<file path="config.mk">
export PLATFORM = sky130hd
export DESIGN_NAME = bbf_exec_core
export DESIGN_NICKNAME = d
export VERILOG_FILES = /design/src/common/bbf_pkg.sv /design/src/core/bbf_exec_core.sv
export SDC_FILE = /design/constraint.sdc
export NUM_CORES = 1
export LEC_CHECK = 0
export BUFFER_PORTS_ARGS = -buffer_cell sky130_fd_sc_hd__buf_2
export CAP_MARGIN = 20
export CORE_AREA = 5 5 206 208
export CTS_BUF_LIST = sky130_fd_sc_hd__clkbuf_16
export CTS_CLUSTER_DIAMETER = 150
export DETAILED_ROUTE_END_ITERATION = 16
export DIE_AREA = 0 0 211 213
export PLACE_DENSITY_LB_ADDON = 0.15
export SETUP_SLACK_MARGIN = 0.02
export SYNTH_ARGS = -nofsm -noshare
export SYNTH_HDL_FRONTEND = slang
export SYNTH_SLANG_ARGS = --single-unit
</file>
<file path="constraint.sdc">
create_clock -name sys_clk -period 6.7 [get_ports sys_clk]
set_clock_uncertainty 0.05 [all_clocks]
set_input_delay 1.005 -clock sys_clk [delete_from_list [all_inputs] [get_ports sys_clk]]
set_output_delay 1.005 -clock sys_clk [all_outputs]
set_load 0.02 [all_outputs]
</file>
<file path="src/common/bbf_pkg.sv">
// Purpose: shared constants for the branch, bit and flag execution unit
// Assumes: classic Wishbone slave, 32-bit data, byte addresses
// Notes: opcodes, register offsets and field positions live here only
package bbf_pkg;

  // ***************************************************************
  // sizes and defaults
  // ***************************************************************
  localparam int BBF_PC_W_DEF = 9;
  localparam int BBF_IO_N_DEF = 16;
  localparam int BBF_OFS_W = 7;
  localparam int BBF_ADR_W = 8;

  // ***************************************************************
  // register byte offsets
  // ***************************************************************
  localparam logic [7:0] BBF_ADR_CMD = 8'h00;
  localparam logic [7:0] BBF_ADR_FLAGS = 8'h04;
  localparam logic [7:0] BBF_ADR_PC = 8'h08;
  localparam logic [7:0] BBF_ADR_WORK = 8'h0C;
  localparam logic [7:0] BBF_ADR_STAT = 8'h10;
  localparam logic [1:0] BBF_IO_PAGE = 2'h1;

  // ***************************************************************
  // command word fields and status register cycle field
  // ***************************************************************
  localparam int BBF_CMD_OP_LSB = 0;
  localparam int BBF_CMD_BIT_LSB = 5;
  localparam int BBF_CMD_IO_LSB = 8;
  localparam int BBF_CMD_OFS_LSB = 12;
  localparam int BBF_CMD_W = 19;
  localparam int BBF_STAT_CYC_LSB = 8;

  // ***************************************************************
  // status register bit positions
  // ***************************************************************
  localparam int BBF_F_C = 0;
  localparam int BBF_F_Z = 1;
  localparam int BBF_F_N = 2;
  localparam int BBF_F_V = 3;
  localparam int BBF_F_S = 4;
  localparam int BBF_F_H = 5;
  localparam int BBF_F_T = 6;
  localparam int BBF_F_I = 7;
  localparam logic [7:0] BBF_FLAGS_RST = 8'h00;

  // ***************************************************************
  // opcodes
  // ***************************************************************
  localparam logic [4:0] OP_NOP = 5'h00;
  localparam logic [4:0] OP_BRANCH_EQUAL = 5'h01;
  localparam logic [4:0] OP_BRANCH_NOT_EQUAL = 5'h02;
  localparam logic [4:0] OP_BRANCH_CARRY_SET = 5'h03;
  localparam logic [4:0] OP_BRANCH_CARRY_CLEAR = 5'h04;
  localparam logic [4:0] OP_BRANCH_SAME_OR_HIGHER = 5'h05;
  localparam logic [4:0] OP_BRANCH_LOWER = 5'h06;
  localparam logic [4:0] OP_BRANCH_MINUS = 5'h07;
  localparam logic [4:0] OP_BRANCH_PLUS = 5'h08;
  localparam logic [4:0] OP_BRANCH_SIGNED_GE = 5'h09;
  localparam logic [4:0] OP_BRANCH_SIGNED_LT = 5'h0A;
  localparam logic [4:0] OP_BRANCH_HALF_CARRY_SET = 5'h0B;
  localparam logic [4:0] OP_BRANCH_HALF_CARRY_CLEAR = 5'h0C;
  localparam logic [4:0] OP_BRANCH_TRANSFER_SET = 5'h0D;
  localparam logic [4:0] OP_BRANCH_TRANSFER_FLAG = 5'h0E;
  localparam logic [4:0] OP_BRANCH_OVERFLOW_SET = 5'h0F;
  localparam logic [4:0] OP_BRANCH_OVERFLOW_CLEAR = 5'h10;
  localparam logic [4:0] OP_BRANCH_IRQ_ENABLED = 5'h11;
  localparam logic [4:0] OP_BRANCH_IRQ_DISABLED = 5'h12;
  localparam logic [4:0] OP_BRANCH_FLAG_INDEX_SET = 5'h13;
  localparam logic [4:0] OP_BRANCH_FLAG_INDEX_CLEAR = 5'h14;
  localparam logic [4:0] OP_IO_BIT_FORCE_ONE = 5'h15;
  localparam logic [4:0] OP_IO_BIT_FORCE_ZERO = 5'h16;
  localparam logic [4:0] OP_SHIFT_LEFT_LOGICAL = 5'h17;
  localparam logic [4:0] OP_SHIFT_RIGHT_LOGICAL = 5'h18;
  localparam logic [4:0] OP_ROTATE_RIGHT_THRU_CARRY = 5'h19;
  localparam logic [4:0] OP_ARITH_SHIFT_RIGHT = 5'h1A;
  localparam logic [4:0] OP_BIT_TO_TRANSFER_FLAG = 5'h1B;
  localparam logic [4:0] OP_TRANSFER_FLAG_TO_BIT = 5'h1C;
  localparam logic [4:0] OP_FLAG_FORCE_ONE = 5'h1D;
  localparam logic [4:0] OP_FLAG_FORCE_ZERO = 5'h1E;
  localparam logic [4:0] OP_SWAP_NIBBLES = 5'h1F;

  // ***************************************************************
  // sequencer states
  // ***************************************************************
  typedef enum logic [1:0] {BBF_IDLE, BBF_EXEC, BBF_SECOND} bbf_fsm_e;

endpackage

</file>
<file path="src/core/bbf_exec_core.sv">
// Purpose: branch, single-bit, shift and flag execution unit with Wishbone registers
// Assumes: classic Wishbone on sys_clk, one request at a time
// Notes: a command write starts one instruction; writes while busy are dropped
//
// Functional notes
// - equal/not-equal branch on zero flag
// - carry branches: set, lower, clear, same-or-higher
// - minus/plus branches on negative flag
// - signed ge taken when N xor V is 0
// - signed lt taken when N xor V is 1
// - half-carry branches on H set or clear
// - transfer-flag branches on T set or clear
// - overflow branches on V set or clear
// - interrupt branches on I, no flag change
// - io bit force one/zero, two cycles
// - logical shifts insert zero, update ZCNV
// - rotate right through old carry, update ZCNV
// - arithmetic right shift keeps bit 7
// - bit store copies register bit into T
// - bit load writes T into register bit
// - set/clear any single status flag
// - clear overflow touches only V
// - set/clear signed flag in one cycle
// - generic branch tests flag by index
`timescale 1ns/1ns
module bbf_exec_core #(
  parameter int PC_W = bbf_pkg::BBF_PC_W_DEF,
  parameter int IO_N = bbf_pkg::BBF_IO_N_DEF
) (
  // clock and reset
  input wire logic sys_clk,
  input wire logic arst_n,
  // wishbone slave
  input wire logic wb_cyc_i,
  input wire logic wb_stb_i,
  input wire logic wb_we_i,
  input wire logic [bbf_pkg::BBF_ADR_W-1:0] wb_adr_i,
  input wire logic [3:0] wb_sel_i,
  input wire logic [31:0] wb_dat_i,
  output logic [31:0] wb_dat_o,
  output logic wb_ack_o,
  // execution status
  output logic busy
);
  import bbf_pkg::*;

  localparam int IOA_W = $clog2(IO_N);
  localparam logic [PC_W-1:0] PC_ONE = PC_W'(1);

  // ***************************************************************
  // parameter checks
  // ***************************************************************
  // the sign-extended offset must fit inside the pc
  if (PC_W < BBF_OFS_W + 1 || PC_W > 16) begin : g_pc_chk
    $error("PC_W must be 8 to 16");
  end
  // io index is a whole number of address bits
  if (IO_N < 2 || IO_N > 16 || (IO_N & (IO_N - 1)) != 0) begin : g_io_chk
    $error("IO_N must be a power of two from 2 to 16");
  end
  // command word must hold the io index below the offset field
  if (BBF_CMD_OFS_LSB + BBF_OFS_W != BBF_CMD_W ||
      BBF_CMD_IO_LSB + IOA_W > BBF_CMD_OFS_LSB) begin : g_cmd_chk
    $error("command word layout does not fit IO_N");
  end

  // ***************************************************************
  // state
  // ***************************************************************
  typedef struct packed {
    bbf_fsm_e state;
    logic busy;
    logic ack;
    logic [31:0] rdata;
    logic [PC_W-1:0] pc;
    logic [7:0] flags;
    logic [7:0] work;
    logic [IO_N-1:0][7:0] io;
    logic [BBF_CMD_W-1:0] cmd;
    logic [7:0] ioLatch;
    logic [1:0] lastCycles;
  } bbf_state_s;

  bbf_state_s r;
  bbf_state_s next_r;

  // ***************************************************************
  // helper functions
  // ***************************************************************
  // byte-lane merge of a bus write into an old word
  function automatic logic [31:0] mergeBytes(input logic [31:0] old, input logic [31:0] dat,
                                             input logic [3:0] sel);
    logic [31:0] res;
    res = old;
    for (int i = 0; i < 4; i++) begin
      if (sel[i]) begin
        res[8*i +: 8] = dat[8*i +: 8];
      end
    end
    return res;
  endfunction

  // true for every conditional branch opcode
  function automatic logic isBranch(input logic [4:0] op);
    return (op >= OP_BRANCH_EQUAL) && (op <= OP_BRANCH_FLAG_INDEX_CLEAR);
  endfunction

  // true for the four shift and rotate forms that share one flag update
  function automatic logic isShift(input logic [4:0] op);
    return (op >= OP_SHIFT_LEFT_LOGICAL) && (op <= OP_ARITH_SHIFT_RIGHT);
  endfunction

  // branch condition from the status flags
  function automatic logic branchTaken(input logic [4:0] op, input logic [2:0] idx,
                                       input logic [7:0] f);
    logic t;
    t = 1'b0;
    case (op)
      OP_BRANCH_EQUAL: t = f[BBF_F_Z];
      OP_BRANCH_NOT_EQUAL: t = ~f[BBF_F_Z];
      OP_BRANCH_CARRY_SET: t = f[BBF_F_C];
      OP_BRANCH_LOWER: t = f[BBF_F_C];
      OP_BRANCH_CARRY_CLEAR: t = ~f[BBF_F_C];
      OP_BRANCH_SAME_OR_HIGHER: t = ~f[BBF_F_C];
      OP_BRANCH_MINUS: t = f[BBF_F_N];
      OP_BRANCH_PLUS: t = ~f[BBF_F_N];
      OP_BRANCH_SIGNED_GE: t = ~(f[BBF_F_N] ^ f[BBF_F_V]);
      OP_BRANCH_SIGNED_LT: t = f[BBF_F_N] ^ f[BBF_F_V];
      OP_BRANCH_HALF_CARRY_SET: t = f[BBF_F_H];
      OP_BRANCH_HALF_CARRY_CLEAR: t = ~f[BBF_F_H];
      OP_BRANCH_TRANSFER_SET: t = f[BBF_F_T];
      OP_BRANCH_TRANSFER_FLAG: t = ~f[BBF_F_T];
      OP_BRANCH_OVERFLOW_SET: t = f[BBF_F_V];
      OP_BRANCH_OVERFLOW_CLEAR: t = ~f[BBF_F_V];
      OP_BRANCH_IRQ_ENABLED: t = f[BBF_F_I];
      OP_BRANCH_IRQ_DISABLED: t = ~f[BBF_F_I];
      OP_BRANCH_FLAG_INDEX_SET: t = f[idx];
      OP_BRANCH_FLAG_INDEX_CLEAR: t = ~f[idx];
      default: t = 1'b0;
    endcase
    return t;
  endfunction

  // ***************************************************************
  // next-state logic
  // ***************************************************************
  // bus decode and fields of the held command
  logic access;
  logic [4:0] op;
  logic [2:0] bitIdx;
  logic [IOA_W-1:0] ioIdx;
  logic [PC_W-1:0] ofsExt;
  logic [7:0] res;
  logic newC;
  logic ioHit;
  logic [IOA_W-1:0] busIo;
  logic [31:0] cmdMerged;
  logic [31:0] pcMerged;

  // writes are taken only while idle: a register changed under a running
  // instruction would mix old and new operands, so such writes are acked
  // and dropped; software polls busy before the next command
  // bus decode, instruction sequencing and flag updates
  always_comb begin
    next_r = r;
    next_r.ack = 1'b0;
    access = wb_cyc_i & wb_stb_i & ~r.ack;
    op = r.cmd[BBF_CMD_OP_LSB +: 5];
    bitIdx = r.cmd[BBF_CMD_BIT_LSB +: 3];
    ioIdx = r.cmd[BBF_CMD_IO_LSB +: IOA_W];
    ofsExt = {{(PC_W - BBF_OFS_W){r.cmd[BBF_CMD_OFS_LSB + BBF_OFS_W - 1]}},
              r.cmd[BBF_CMD_OFS_LSB +: BBF_OFS_W]};
    res = r.work;
    newC = r.flags[BBF_F_C];
    ioHit = (wb_adr_i[7:6] == BBF_IO_PAGE) && (32'(wb_adr_i[5:2]) < IO_N);
    busIo = wb_adr_i[2 +: IOA_W];
    // word-wide lane merges for the command and pc writes
    cmdMerged = mergeBytes(32'(r.cmd), wb_dat_i, wb_sel_i);
    pcMerged = mergeBytes(32'(r.pc), wb_dat_i, wb_sel_i);

    // register access: answer one cycle after the request is taken
    if (access) begin
      next_r.ack = 1'b1;
      next_r.rdata = 32'h0000_0000;
      if (ioHit) begin
        next_r.rdata = {24'h00_0000, r.io[busIo]};
      end else begin
        case (wb_adr_i)
          BBF_ADR_CMD: next_r.rdata = 32'(r.cmd);
          BBF_ADR_FLAGS: next_r.rdata = {24'h00_0000, r.flags};
          BBF_ADR_PC: next_r.rdata = 32'(r.pc);
          BBF_ADR_WORK: next_r.rdata = {24'h00_0000, r.work};
          BBF_ADR_STAT: begin
            next_r.rdata[BBF_STAT_CYC_LSB +: 2] = r.lastCycles;
            next_r.rdata[0] = r.busy;
          end
          default: next_r.rdata = 32'h0000_0000;
        endcase
      end
      if (wb_we_i && r.state == BBF_IDLE) begin
        if (ioHit) begin
          if (wb_sel_i[0]) begin
            next_r.io[busIo] = wb_dat_i[7:0];
          end
        end else begin
          case (wb_adr_i)
            BBF_ADR_CMD: begin
              next_r.cmd = cmdMerged[BBF_CMD_W-1:0];
              next_r.state = BBF_EXEC;
              next_r.busy = 1'b1;
            end
            BBF_ADR_FLAGS: begin
              if (wb_sel_i[0]) begin
                next_r.flags = wb_dat_i[7:0];
              end
            end
            BBF_ADR_PC: begin
              next_r.pc = pcMerged[PC_W-1:0];
            end
            BBF_ADR_WORK: begin
              if (wb_sel_i[0]) begin
                next_r.work = wb_dat_i[7:0];
              end
            end
            default: next_r.pc = r.pc;
          endcase
        end
      end
    end

    // instruction execution
    // idle waits for a command; exec runs one-cycle work and decides
    case (r.state)
      BBF_IDLE: begin
        next_r.ioLatch = r.ioLatch;
      end
      BBF_EXEC: begin
        next_r.state = BBF_IDLE;
        next_r.busy = 1'b0;
        next_r.lastCycles = 2'h1;
        next_r.pc = r.pc + PC_ONE;
        if (isBranch(op)) begin
          if (branchTaken(op, bitIdx, r.flags)) begin
            next_r.state = BBF_SECOND;
            next_r.busy = 1'b1;
            next_r.pc = r.pc;
          end
        end else begin
          case (op)
            OP_IO_BIT_FORCE_ONE, OP_IO_BIT_FORCE_ZERO: begin
              // read the io word now, write it back in the second cycle
              next_r.ioLatch = r.io[ioIdx];
              next_r.state = BBF_SECOND;
              next_r.busy = 1'b1;
              next_r.pc = r.pc;
            end
            OP_SHIFT_LEFT_LOGICAL: begin
              res = {r.work[6:0], 1'b0};
              newC = r.work[7];
            end
            OP_SHIFT_RIGHT_LOGICAL: begin
              res = {1'b0, r.work[7:1]};
              newC = r.work[0];
            end
            OP_ROTATE_RIGHT_THRU_CARRY: begin
              res = {r.flags[BBF_F_C], r.work[7:1]};
              newC = r.work[0];
            end
            OP_ARITH_SHIFT_RIGHT: begin
              res = {r.work[7], r.work[7:1]};
              newC = r.work[0];
            end
            OP_BIT_TO_TRANSFER_FLAG: begin
              next_r.flags[BBF_F_T] = r.work[bitIdx];
            end
            OP_TRANSFER_FLAG_TO_BIT: begin
              next_r.work[bitIdx] = r.flags[BBF_F_T];
            end
            OP_FLAG_FORCE_ONE: begin
              next_r.flags[bitIdx] = 1'b1;
            end
            OP_FLAG_FORCE_ZERO: begin
              next_r.flags[bitIdx] = 1'b0;
            end
            OP_SWAP_NIBBLES: begin
              next_r.work = {r.work[3:0], r.work[7:4]};
            end
            default: next_r.work = r.work;
          endcase
          // shared flag update for the four shift forms; S is left alone
          if (isShift(op)) begin
            next_r.work = res;
            next_r.flags[BBF_F_Z] = (res == 8'h00);
            next_r.flags[BBF_F_C] = newC;
            next_r.flags[BBF_F_N] = res[7];
            next_r.flags[BBF_F_V] = res[7] ^ newC;
          end
        end
      end
      // second cycle: taken branch target, or io write-back
      BBF_SECOND: begin
        next_r.state = BBF_IDLE;
        next_r.busy = 1'b0;
        next_r.lastCycles = 2'h2;
        if (isBranch(op)) begin
          next_r.pc = r.pc + ofsExt + PC_ONE;
        end else begin
          next_r.pc = r.pc + PC_ONE;
          next_r.io[ioIdx] = r.ioLatch;
          next_r.io[ioIdx][bitIdx] = (op == OP_IO_BIT_FORCE_ONE);
        end
      end
      default: begin
        next_r.state = BBF_IDLE;
        next_r.busy = 1'b0;
      end
    endcase
  end

  // ***************************************************************
  // state register
  // ***************************************************************
  // async clear to the reset pattern; only constants here
  always_ff @(posedge sys_clk or negedge arst_n) begin
    if (!arst_n) begin
      r <= '0;
      r.state <= BBF_IDLE;
      r.flags <= BBF_FLAGS_RST;
    end else begin
      r <= next_r;
    end
  end

  // ***************************************************************
  // outputs
  // ***************************************************************
  // outputs straight from the state flops
  assign wb_ack_o = r.ack;
  assign wb_dat_o = r.rdata;
  assign busy = r.busy;

endmodule

</file>
# == Word level (Yosys, flattened, before mapping) ==
# Index checks and enable logic that the tools add are counted.
# totals
regBits,218
latchBits,0
mem_bits_rw,0
rom_bits,0
out_inout_bits,34
mem_count,0
# classes
add_sub_neg,3
mul,0
div,0
magnitude_cmp,10
eq_ne,46
n_shift,0
n_mux,73
bitwise,19
reduce_logical,27
# op_table
op,count
$mux 128,4
$bwmux 128,3
$mux 208,1
$mux 172,1
$mux 8,14
$demux 8 s4,3
$eq 5x5->1 const B,16
$bmux 8 s4,2
$mux 19,3
$mux 9,6
$eq 5x4->1 const B,8
$mux 16,2
$pmux 8 s4,1
$pmux 7 s4,1
$mux 25,1
$pmux 8 s3,1
$mux 3,7
$eq 5x3->1 const B,4
$add 9x1->9 const B,2
$pmux 1 s18,1
$pmux 9 s2,1
$eq 8x4->1 const B,2
$logic_not 8->1,2
$reduce_and 5->1,3
other kinds (47),89

# == Logic depth before layout (Yosys ltp) ==
# depth
ltp_word,14
ltp_mapped,11
mapped_depth_nobuf,10

# == Worst setup path after synthesis ==
# OpenSTA, ideal clock, no wires.
# synth_timing
path_type,input port to flip-flop
from,in wb_adr_i[3] (netlist bit)
to,"reg r, in the netlist wb_dat_o[3]"
t_arrival_ps,2599
required_time_ps,6524
slack_ps,3925
path_stages,6
n_path_buf,2
cell_sequence,buf_2 buf_1 mux4_2 mux4_2 a221oi_1 nor2_1
# synth_via
elab_chain_cells,3
elab_cells_between_ends,8
classes_between,eq/ne (3); mux (4); reduce/logical (1)
# synth_lines
element,line_no,text
start: declaration,bbf_exec_core.sv:37,"input wire logic [bbf_pkg::BBF_ADR_W-1:0] wb_adr_i,"
"$bmux 8 s4, or another cell as far along",bbf_exec_core.sv:186,"next_r.rdata = {24'h00_0000, r.io[busIo]};"
$mux 8 (not written as such) / $pmux 7 s4 (equally long branches),"bbf_exec_core.sv:186, bbf_exec_core.sv:188",
$mux 19 *,bbf_exec_core.sv:185,if (ioHit) begin
end signal: assignment,bbf_exec_core.sv:330,r <= next_r;
end: declaration,bbf_exec_core.sv:84,bbf_state_s r;
# Mark *: on every way between the ends. The rest lies on a longest branch, timed or not. The select of a mux whose other input is x is not followed.
# A chain may end at the register's enable or synchronous reset.

==> impl_metrics.tcl <==
set metrics [dict create \
    status "finished, final reports clean" \
    regArea_um2 5132 \
    crit_path_end_kind "flop" \
    yosys_warnings 0 \
    clock.fmax_mhz 280.1 \
    finalCriticalPeriod_ns 3.570 \
    start_util 0.3437 \
    final_cell_area_um2 15110 \
    fill_cells 4012 \
    fin_cells 1848 \
    critical_path.startpoint_type "input port" \
    yosys.area.top_type_share 0.3697 \
    finalSetupViolCount 0 \
    p_per_area_nw_per_um2 191.1 \
    p_leak_nw 5.870 \
    layout.nets 1358 \
    finalWirelength_um 44620 \
    core.rowCount 74 \
    p_switching_uw 740.1 \
    die_area_um2 44940 \
    clockBufferDepth 3 \
    hold_slack_ns 0.4344 \
    crit_top_cell "nor2b_1" \
    multi_input_area_um2 7999 \
    portBuffers 55 \
    synth_seq_area_share 0.3697 \
    dp.cells 1796 \
    overflow 0 \
    vias 10460 \
    globalplace.congestion 0.8643 \
    drt_iter0_drc 836 \
    detail_route.first_pass.iterations 6 \
    drv_cap 0 \
    vdd_ir_drop_max_mv 0.1792 \
    switching_share 0.2564 \
    cts_tree "done" \
    postCtsSetupBuffers 0 \
    cts_buffers 26 \
    ctsRootBufferMaster "clkbuf_16" \
    coreArea_um2 40370 \
    maxSlewHeadroom 0.2391 \
    pwr-share-clk 0.468 \
    syn_area_um2 13870 \
    post-synth-top-area-cell "dfrtp_1" \
    synth-edff-count 0 \
    timing.setup.tns_ns 0 \
    place_area_um2 14270 \
    area_growth_pct 8.901 \
    grt_max_degree 105 \
    synth_seq_cells 205 \
    cp_top_family "simple AND/OR/NAND/NOR gates" \
    dp_hpwl_um 31530 \
    final_max_slew_viol_count 0 \
    synth_cell_types 81 \
    timing.final.crit_share 0.5328 \
    grt_usage 0.1956 \
    hold_class "reg -> reg" \
    first_global_vias 10280 \
    p_comb_frac 0.080 \
    layout_common_cells "203 x dfrtp_1, 178 x mux2i_1, 152 x nand2_1" \
    worst-slew-pin-transition_ns 1.139 \
    hold_buffers 0 \
    htreeDepth 1 \
    grt_pass1_wl_um 67760 \
    seqPwrFrac 0.451 \
    hold_viol_final 0 \
    synthCells 1314 \
    drt-wirelength-per-cell_um 24.14 \
    antenna_found_initial 2 \
    die_w_um 211 \
    crit_required_ns 7.02 \
    cts.sinks 205 \
    crit_slowest_cell "nor2b_1" \
    clock_latency_ns 0.55 \
    final_common_cell "dfrtp_1" \
    ys.flop_type "dfrtp_1" \
    ant_nets 0 \
    internal_power_mw 2.147 \
    crit_path_max_incr_delay_ns 0.91 \
    crit_fanout 9 \
    routed_via_density 5.661 \
    clk_pin_slew_ns 0.06 \
    remaining_drc_errors 0 \
    post_synth.cell_area_avg_um2 10.56 \
    worstSetupPathType "in -> reg" \
    cp_cell_sequence "buf_2, nor2b_1, nand3_2, or3_1, nor2b_1, mux2i_1, o21ai_0" \
    ios 83 \
    cts_resized 0 \
    die-height_um 213 \
    worst-path-buf-inv 1 \
    crit_arrival_ns 3.89 \
    drive_gt1_frac 0.2002 \
    synth.area.top_cells "dfrtp_1 37%, mux4_2 14%, mux2i_1 13%" \
    synthArstFlopShare 1.000 \
    rsz0062_at_grt "false" \
]
==> state kept, by name (all words and copies together) (netlist names) <==
signal / count
bitIdx: 3
busy: 1
ioIdx: 4
ofsExt: 7
op: 5
r: 165
wb_ack_o: 1
wb_dat_o: 19
==> Yosys cell counts, types with 7 or more instances <==
| library cell | count |
|---|---|
| a211oi_1 | 9 |
| a21oi_1 | 29 |
| a221oi_1 | 10 |
| a222oi_1 | 10 |
| a22o_1 | 14 |
| a31oi_1 | 10 |
| and2_1 | 7 |
| and3_1 | 7 |
| buf_2 | 40 |
| buf_4 | 34 |
| clkbuf_1 | 46 |
| dfrtp_1 | 205 |
| ha_1 | 12 |
| inv_1 | 16 |
| mux2_2 | 34 |
| mux2i_1 | 178 |
| mux4_2 | 89 |
| nand2_1 | 152 |
| nand2b_1 | 22 |
| nand3_1 | 15 |
| nor2_1 | 72 |
| nor2b_1 | 15 |
| nor3_1 | 18 |
| nor3_2 | 8 |
| o21ai_0 | 132 |
| o22ai_1 | 7 |
==> worst paths after layout <==
path,startpoint,to,slack (ns),cells past startpoint
worst max-delay path,wb_adr_i[6],r[68],3.13,7
worst min-delay path,wb_dat_o[9],wb_dat_o[9],0.43,2
worst max register to register,wb_ack_o,r[68],3.24,8
worst min register to register,wb_dat_o[9],wb_dat_o[9],0.43,2
max in group asynchronous,arst_n,r[95],4.77,2
min in group asynchronous,arst_n,wb_dat_o[6],0.49,1
==> tightest hold or removal path: stages, from the launching register on <==
cell and delay [ns]:
dfrtp_1 0.35, nand2_1 0.05, nand2_1 0.05
==> final cells by class <==
class / instances / share of cell area
diodes: 2 / 0.0003312
clock inverters: 19 / 0.008364
repair buffers: 75 / 0.02923
well taps: 532 / 0.04405
multi-input cells: 971 / 0.5294
flip-flops and latches: 205 / 0.3397
inverters: 17 / 0.004223
clock buffers: 27 / 0.04472
==> cells by family (layout without fill, tap and decap cells) <==
logic type               after synthesis  after routing  synth area share
AO/OA/AOI/OAI                        273            273            0.1237
XOR/XNOR                              11             11          0.008296
adder cells (fa/ha/maj)               13             13           0.01226
buffers and inverters                150            138           0.05699
flip-flops                           205            205            0.3697
multiplexers                         302            302            0.3013
other                                  1             15         0.0002703
AND/OR/NAND/NOR                      359            359            0.1274
==> power by group through the flow <==
stage / combinational (mW) / clock, mW / sequential, mW
after floorplan: 0.155 / 0 / 1.32
after global placement: 0.232 / 0 / 1.32
after detailed placement: 0.234 / 0 / 1.33
after CTS: 0.235 / 1.39 / 1.30
after global routing: 0.253 / 1.44 / 1.31
final: 0.231 / 1.35 / 1.30
==> through the flow <==
stage / utilization / setup WS (ns) / power [mW]
CTS: 0.3733 / 3.004 / 2.931
detailed placement: 0.3535 / 2.438 / 1.559
finish: 0.3743 / 3.130 / 2.887
global placement: 0.3533 / 2.512 / 1.556
global route: 0.3742 / 2.980 / 3.003
floorplan: - / 3.925 / 1.471
==> metal layers <==
| metal | track usage | vias up | part of all wire |
|---|---|---|---|
| met5 | 0 | - | 0 |
| met4 | 0.04091 | 0 | 0.020 |
| met3 | 0.03188 | 59 | 0.055 |
| met2 | 0.3215 | 280 | 0.48 |
| met1 | 0.2752 | 5312 | 0.45 |
| li1 | - | 4811 | - |
Power figures use the tool's default switching activity.
